File: src/tis_params.svh
// register map, reset values and field positions for the threshold block
`ifndef TIS_PARAMS_SVH
`define TIS_PARAMS_SVH
`define TIS_ADDR_LOW_UP    8'h8A
`define TIS_ADDR_LOW_LO    8'h8B
`define TIS_ADDR_HIGH_UP   8'h8C
`define TIS_ADDR_HIGH_LO   8'h8D
`define TIS_ADDR_FLAGS     8'h8E
`define TIS_ADDR_MODTIM    8'h8F
`define TIS_ADDR_AMB_IR    8'h90
`define TIS_MODTIM_RESET   8'h01
`define TIS_LIMIT_RESET    16'h0000
`define TIS_FLAGS_RESET    4'h0
`define TIS_BIT_HIGH       0
`define TIS_BIT_LOW        1
`define TIS_BIT_ALS        2
`define TIS_BIT_PROX       3
`define TIS_DELAY_MSB      7
`define TIS_DELAY_LSB      5
`define TIS_FREQ_MSB       4
`define TIS_FREQ_LSB       3
`define TIS_DEAD_MSB       2
`define TIS_DEAD_LSB       0
`endif

File: src/tis_pkg.sv
// types shared by the threshold and interrupt status block
`default_nettype none
package tis_pkg;
  typedef logic [7:0]  tis_byte_t;   // one register byte
  typedef logic [15:0] tis_word_t;   // one measurement or limit
  typedef enum logic [0:0] {TIS_STANDBY, TIS_MEASURE} tis_pwr_t;
endpackage
`default_nettype wire

File: src/tis_cmp.sv
// limit comparator for one completed result
`default_nettype none
module tis_cmp #(
  parameter int WIDTH = 16
) (
  input  wire logic [WIDTH-1:0] value,
  input  wire logic [WIDTH-1:0] high_limit,
  input  wire logic [WIDTH-1:0] low_limit,
  output logic                  above_high,
  output logic                  below_low
);
  // strict comparisons against each limit
  assign above_high = value > high_limit;
  assign below_low  = value < low_limit;
endmodule
`default_nettype wire

File: src/tis_top.sv
// threshold registers, sticky event flags and interrupt pin
`include "tis_params.svh"
`default_nettype none
module tis_top (
  input  wire logic             ref_clk,      // block clock
  input  wire logic             srst,         // sync reset, high
  input  wire logic             clk_en,       // freezes state when low
  input  wire logic             reg_wr,       // register write strobe
  input  wire logic             reg_rd,       // register read strobe
  input  wire logic [7:0]       reg_addr,     // register address
  input  wire tis_pkg::tis_byte_t reg_wdata,  // write data
  output tis_pkg::tis_byte_t    reg_rdata,    // read data, registered
  input  wire logic             meas_req,     // measurement demanded
  input  wire logic             prox_done,    // proximity result ready
  input  wire logic             als_done,     // ambient result ready
  input  wire tis_pkg::tis_word_t prox_value, // proximity result
  input  wire tis_pkg::tis_word_t als_value,  // ambient result
  input  wire logic             prox_rdy_en,  // proximity ready irq enable
  input  wire logic             als_rdy_en,   // ambient ready irq enable
  input  wire logic             thresh_en,    // limit irq enable
  input  wire logic             thresh_sel_als, // 1: limits on ambient
  output logic                  int_n,        // interrupt pin, low active
  output logic                  emitter_en,   // emitter sink enable
  output logic                  standby,      // standby indication
  output logic [2:0]            mod_delay,    // modulation delay field
  output logic [1:0]            prox_freq,    // proximity frequency
  output logic [2:0]            mod_dead      // modulation dead time
);
  import tis_pkg::*;

  tis_word_t high_limit_q;   // high limit value
  tis_word_t low_limit_q;    // low limit value
  logic [3:0] flags_q;       // sticky event flags
  tis_byte_t modtim_q;       // modulator timing register
  tis_pwr_t  pwr_q;          // power state
  logic      above_high;     // comparator output
  logic      below_low;      // comparator output
  logic      sel_done;       // selected function completed
  tis_word_t sel_value;      // selected result
  logic [3:0] set_vec;       // events this cycle
  logic [3:0] clr_vec;       // host clears this cycle

  // pick the function the limits apply to
  assign sel_done  = thresh_sel_als ? als_done : prox_done;
  assign sel_value = thresh_sel_als ? als_value : prox_value;

  tis_cmp #(.WIDTH(16)) u_cmp (
    .value      (sel_value),
    .high_limit (high_limit_q),
    .low_limit  (low_limit_q),
    .above_high (above_high),
    .below_low  (below_low)
  );

  // limit registers, byte written individually
  always_ff @(posedge ref_clk)
  begin
    if (srst)
    begin
      high_limit_q <= `TIS_LIMIT_RESET;
      low_limit_q  <= `TIS_LIMIT_RESET;
    end
    else if (clk_en && reg_wr)
    begin
      case (reg_addr)
        `TIS_ADDR_HIGH_UP: high_limit_q[15:8] <= reg_wdata;
        `TIS_ADDR_HIGH_LO: high_limit_q[7:0]  <= reg_wdata;
        `TIS_ADDR_LOW_UP:  low_limit_q[15:8]  <= reg_wdata;
        `TIS_ADDR_LOW_LO:  low_limit_q[7:0]   <= reg_wdata;
        default: ;
      endcase
    end
  end

  // event sources, each gated by its enable
  always_comb
  begin
    set_vec = '0;
    set_vec[`TIS_BIT_PROX] = prox_done && prox_rdy_en;
    set_vec[`TIS_BIT_ALS]  = als_done && als_rdy_en;
    set_vec[`TIS_BIT_LOW]  = sel_done && thresh_en && below_low;
    set_vec[`TIS_BIT_HIGH] = sel_done && thresh_en && above_high;
  end

  // host write of one clears that flag
  assign clr_vec = (reg_wr && reg_addr == `TIS_ADDR_FLAGS)
                   ? reg_wdata[3:0] : 4'h0;

  // sticky flags; a new event wins over a clear
  always_ff @(posedge ref_clk)
  begin
    if (srst)
      flags_q <= `TIS_FLAGS_RESET;
    else if (clk_en)
      flags_q <= (flags_q & ~clr_vec) | set_vec;
  end

  // modulator timing register
  always_ff @(posedge ref_clk)
  begin
    if (srst)
      modtim_q <= `TIS_MODTIM_RESET;
    else if (clk_en && reg_wr && reg_addr == `TIS_ADDR_MODTIM)
      modtim_q <= reg_wdata;
  end

  assign mod_delay = modtim_q[`TIS_DELAY_MSB:`TIS_DELAY_LSB];
  assign prox_freq = modtim_q[`TIS_FREQ_MSB:`TIS_FREQ_LSB];
  assign mod_dead  = modtim_q[`TIS_DEAD_MSB:`TIS_DEAD_LSB];

  // power state follows measurement demand
  always_ff @(posedge ref_clk)
  begin
    if (srst)
      pwr_q <= TIS_STANDBY;
    else if (clk_en)
    begin
      case (pwr_q)
        TIS_STANDBY: if (meas_req) pwr_q <= TIS_MEASURE;
        TIS_MEASURE: if (!meas_req) pwr_q <= TIS_STANDBY;
        default: pwr_q <= TIS_STANDBY;
      endcase
    end
  end

  assign standby    = (pwr_q == TIS_STANDBY);
  assign emitter_en = (pwr_q == TIS_MEASURE);
  assign int_n      = ~(|flags_q);

  // registered read data; reserved and unmapped read zero
  always_ff @(posedge ref_clk)
  begin
    if (srst)
      reg_rdata <= 8'h00;
    else if (clk_en && reg_rd)
    begin
      case (reg_addr)
        `TIS_ADDR_HIGH_UP: reg_rdata <= high_limit_q[15:8];
        `TIS_ADDR_HIGH_LO: reg_rdata <= high_limit_q[7:0];
        `TIS_ADDR_LOW_UP:  reg_rdata <= low_limit_q[15:8];
        `TIS_ADDR_LOW_LO:  reg_rdata <= low_limit_q[7:0];
        `TIS_ADDR_FLAGS:   reg_rdata <= {4'h0, flags_q};
        `TIS_ADDR_MODTIM:  reg_rdata <= modtim_q;
        default:           reg_rdata <= 8'h00; // 90h reserved
      endcase
    end
  end

  // checks
  flag_sticky_a: assert property (@(posedge ref_clk) disable iff (srst)
    clk_en && flags_q[0] && !clr_vec[0] |=> flags_q[0])
    else $error("flag dropped without clear");
  flag_set_a: assert property (@(posedge ref_clk) disable iff (srst)
    clk_en && prox_done && prox_rdy_en |=> flags_q[3])
    else $error("proximity flag not set");
  high_set_a: assert property (@(posedge ref_clk) disable iff (srst)
    clk_en && sel_done && thresh_en && sel_value > high_limit_q
    |=> flags_q[0])
    else $error("high flag not set");
  low_set_a: assert property (@(posedge ref_clk) disable iff (srst)
    clk_en && sel_done && thresh_en && sel_value < low_limit_q
    |=> flags_q[1])
    else $error("low flag not set");
  no_enable_a: assert property (@(posedge ref_clk) disable iff (srst)
    clk_en && !flags_q[3] && !(prox_done && prox_rdy_en)
    |=> !flags_q[3])
    else $error("proximity flag without enable");
  int_pin_a: assert property (@(posedge ref_clk) disable iff (srst)
    int_n == (flags_q == 4'h0))
    else $error("interrupt pin mismatch");
  clear_a: assert property (@(posedge ref_clk) disable iff (srst)
    clk_en && clr_vec[2] && !set_vec[2] |=> !flags_q[2])
    else $error("flag not cleared");
  standby_a: assert property (@(posedge ref_clk) disable iff (srst)
    clk_en && !meas_req |=> standby && !emitter_en)
    else $error("not in standby");
  modtim_a: assert property (@(posedge ref_clk)
    srst |=> modtim_q == `TIS_MODTIM_RESET)
    else $error("timing reset wrong");

  // upper byte of the high limit takes the written byte
  high_up_wr_a: assert property (@(posedge ref_clk) disable iff (srst)
    clk_en && reg_wr && reg_addr == `TIS_ADDR_HIGH_UP
    |=> high_limit_q[15:8] == $past(reg_wdata))
    else $error("high limit upper byte not written");
  // lower byte of the high limit takes the written byte
  high_lo_wr_a: assert property (@(posedge ref_clk) disable iff (srst)
    clk_en && reg_wr && reg_addr == `TIS_ADDR_HIGH_LO
    |=> high_limit_q[7:0] == $past(reg_wdata))
    else $error("high limit lower byte not written");
  // upper byte of the low limit takes the written byte
  low_up_wr_a: assert property (@(posedge ref_clk) disable iff (srst)
    clk_en && reg_wr && reg_addr == `TIS_ADDR_LOW_UP
    |=> low_limit_q[15:8] == $past(reg_wdata))
    else $error("low limit upper byte not written");
  // lower byte of the low limit takes the written byte
  low_lo_wr_a: assert property (@(posedge ref_clk) disable iff (srst)
    clk_en && reg_wr && reg_addr == `TIS_ADDR_LOW_LO
    |=> low_limit_q[7:0] == $past(reg_wdata))
    else $error("low limit lower byte not written");
  // ambient ready with its enable sets its flag
  als_set_a: assert property (@(posedge ref_clk) disable iff (srst)
    clk_en && als_done && als_rdy_en |=> flags_q[2])
    else $error("ambient flag not set");
  // no high flag appears while limit events are disabled
  high_gate_a: assert property (@(posedge ref_clk) disable iff (srst)
    clk_en && !thresh_en && !flags_q[0] |=> !flags_q[0])
    else $error("high flag without enable");
  // no low flag appears while limit events are disabled
  low_gate_a: assert property (@(posedge ref_clk) disable iff (srst)
    clk_en && !thresh_en && !flags_q[1] |=> !flags_q[1])
    else $error("low flag without enable");
  // flags hold while the clock enable is low
  flag_freeze_a: assert property (@(posedge ref_clk) disable iff (srst)
    !clk_en |=> $stable(flags_q))
    else $error("flags moved while frozen");
  // read data stands until the next read
  rdata_hold_a: assert property (@(posedge ref_clk) disable iff (srst)
    !(clk_en && reg_rd) |=> $stable(reg_rdata))
    else $error("read data changed without read");
  // a flag read returns the flags with upper bits zero
  flags_read_a: assert property (@(posedge ref_clk) disable iff (srst)
    clk_en && reg_rd && reg_addr == `TIS_ADDR_FLAGS
    |=> reg_rdata == {4'h0, $past(flags_q)})
    else $error("flag read wrong");
  // the reserved level register reads zero
  reserved_rd_a: assert property (@(posedge ref_clk) disable iff (srst)
    clk_en && reg_rd && reg_addr == `TIS_ADDR_AMB_IR
    |=> reg_rdata == 8'h00)
    else $error("reserved read not zero");
  // a measurement demand leaves standby and enables the sink
  measure_a: assert property (@(posedge ref_clk) disable iff (srst)
    clk_en && meas_req |=> !standby && emitter_en)
    else $error("not measuring");
endmodule
`default_nettype wire

File: config.mk
export PLATFORM = sky130hd
export DESIGN_NAME = tis_top
export DESIGN_NICKNAME = d
export VERILOG_FILES = /design/src/tis_pkg.sv /design/src/tis_cmp.sv /design/src/tis_top.sv
export VERILOG_INCLUDE_DIRS = /design/src
export SDC_FILE = /design/constraint.sdc
export NUM_CORES = 1
export LEC_CHECK = 0
export BUFFER_PORTS_ARGS = -buffer_cell sky130_fd_sc_hd__buf_4
export CORE_MARGIN = 2
export CORE_UTILIZATION = 45
export DETAILED_ROUTE_END_ITERATION = 8
export GPL_ROUTABILITY_DRIVEN = 0
export PLACE_DENSITY = 0.69
export RECOVER_POWER = 100
export SYNTH_ARGS = -nofsm -noshare
export SYNTH_HDL_FRONTEND = slang
export SYNTH_SLANG_ARGS = --single-unit
File: constraint.sdc
create_clock -name ref_clk -period 7.85 [get_ports ref_clk]
set_input_delay 1.9625 -clock ref_clk [delete_from_list [all_inputs] [get_ports ref_clk]]
set_output_delay 1.9625 -clock ref_clk [all_outputs]
set_load 0.02 [all_outputs]
==> results.cfg <==
[worst_hold_path]
hold_class = reg -> reg
holdPathEnd = reg_rdata[2]
hold_depth = 2
hold_start = reg_rdata[2]

[clocking]
cts_root_buffer = clkbuf_8
cts_max_level = 2
cts_tree = built
cts_setup_buffers = 0
cts_num_sinks = 53
ctsHoldBuffers = 0
cts_inserted_buffers = 5
path_clk_slew_ps = 90
insertion_delay_ps = 320
clk_path_buf_depth = 2
cts_resized = 0

[setup_path]
r2r_slack_ps = 5980
crit_arrival_ps = 4810
crit_path_end_kind = flip-flop
path_class = in -> reg
r2r-start = high_limit_q[7]
path_max_fanout = 8
worstSetupStartpointType = primary input
crit_required_ps = 7960
ff2ff_path_depth = 6
r2r-end = flags_q[0]

[routing]
via_count = 2963
drt_wl_total_mm = 8.88
firstDrtPassIters = 4
wl_per_cell_um = 16.4
viasPerCell = 5.47
antenna_left = 0
drc_errors = 0
first_iter_violations = 146

[synthesis]
synth_seq_cells = 53
netlist_area_um2 = 3330
avgSynthCellArea_um2 = 8.91
synth_edf_count = 0
synthArstFlopShare = 0
yosys_warnings = 0
synth_nets = 465
synthTopCellsByCount = dfxtp_1 (53), nor2_1 (48), mux2i_1 (45)
ys.flop_type = dfxtp_1
ys_types = 41
synthTopCellsByArea = dfxtp_1 (32%), mux2i_1 (14%), ha_1 (12%), mux2_2 (5.4%), nor2_1 (5.4%)
syn_inst = 374
synth_most_common_cell = dfxtp_1
synth_seq_area_share = 0.318
synth_largest_area_cell = dfxtp_1
yosysTopAreaCellShare = 0.318

[global_route]
first_global_vias = 2888
antenna_found_initial = 0
grt_first_pass_wirelength_mm = 14.4
grt_max_degree = 54
grt_overflow = 0
grt_usage = 0.220

[final_layout]
areaGrowthSynthToFinish_pct = 19.0
final_nets = 533
n_fill_cell = 717
n_antenna_cell = 0
drive_above_1_share = 0.203

[die]
row_count = 31
fp.coreArea_um2 = 7210
die_h_um = 90.1
start_util = 0.462
io_pins = 79
die_x_um = 90.1
dieArea_um2 = 8110

[sta]
rsz0062_at_grt = no
setup_viol_count_final = 0
skew_ps = 8.52
finalCriticalPeriod_ps = 4700
min_period_over_period = 0.599
fin_ws_ps = 3150
maxSlewHeadroom = -0.520
tns_ps = 0
drv_slew = 63
worst_pin_slew_ps = 2280
hold_viol = 0
max_freq_ghz = 0.213
holdWs_ps = 465

[pwr]
vdd_drop_max_mv = 0.101
cellPowerDensity_nw_per_um2 = 132
p_leak_nw = 1.57

[placed_design]
dp_hpwl_mm = 6.92
dp_slack_ps = 3790
portBuffers = 78

[status]
status = complete, but fails checks
violations = capacitance limit, slew limit

[job]
maxCapViolations = 2
[layout by cell type (no fill, tap or decap), types with 4 or more instances in the layout]
cell and instances:
buf_4 56, nand4_1 6, nand3_1 13, clkbuf_1 21
o22ai_1 7, nand2_1 17, mux2i_1 45, a21oi_1 32
o21ai_0 4, mux4_2 4, ha_1 31, inv_1 39
a22o_1 4, nor2_1 48, a21o_1 4, clkbuf_8 5
nor3_1 4, dfxtp_1 53, mux2_2 16
[metrics by stage]
| stage | instance area [µm²] | utilization | total power [mW] | instances |
|---|---|---|---|---|
| floorplan | 3330 | - | 0.335 | 374 |
| global placement | 3970 | 0.551 | 0.374 | 534 |
| detailed placement | 3970 | 0.551 | 0.377 | 534 |
| CTS | 4060 | 0.563 | 0.527 | 542 |
| global route | 3970 | 0.550 | 0.550 | 542 |
| finish | 3970 | 0.550 | 0.522 | 542 |
[cells by family after synthesis]
kind of cell               count (synthesis)  share of synthesized area
AOI/OAI and AO/OA                         64                      0.117
adders and majority gates                 31                      0.116
buffers and inverters                     56                     0.0661
DFF                                       53                      0.318
muxes                                     65                      0.216
and+or+nand+nor                          105                      0.166
[power breakdown]
part           internal [mW]  switching [mW]  total [mW]
clock                 0.0618          0.0922       0.154
combinational         0.0466          0.0488      0.0954
sequential             0.271         0.00178       0.273
[layer usage]
metal / vias to the layer above / GRT usage / wire length [µm]
met3: 11 / 0.0394 / 630
met5: - / 0 / 0
met4: 0 / 0.0526 / 108
met2: 88 / 0.393 / 4580
li1: 1463 / - / -
met1: 1401 / 0.274 / 3560
[worst max-delay path, stage by stage]
cell	delay [ps]
clkbuf_4	100
and4bb_1	420
nand2b_1	140
nor4b_1	1800
mux2i_1	320
nor2_1	60
[cell type report]
cell class	instances	area, µm²	share of cell area
clock buffers	5	68.8	0.0174
clock inverters	3	17.5	0.00442
inverters	39	146	0.0369
multi-input cells	265	2040	0.515
flip-flops and latches	53	1060	0.268
well taps	99	124	0.0312
repair buffers	78	507	0.128
[worst max-delay path by stage]
stage	endpoint	cells past startpoint	from	slack (ps)
after floorplan	flags_q[0]	8	thresh_sel_als	3600
after global placement	low_limit_q[15]	6	reg_addr[6]	3860
after detailed placement	low_limit_q[10]	6	reg_addr[6]	3790
after CTS	low_limit_q[10]	6	reg_addr[6]	4120
after global routing	low_limit_q[14]	6	reg_addr[6]	2960
final	low_limit_q[10]	6	reg_addr[6]	3150
[sequential cells by signal (all words and copies together) (netlist names)]
signal and count:
modtim_q 8, high_limit_q 16, emitter_en 1, flags_q 4
reg_rdata 8, low_limit_q 16
Note: power is estimated with default switching activity, not from simulation.
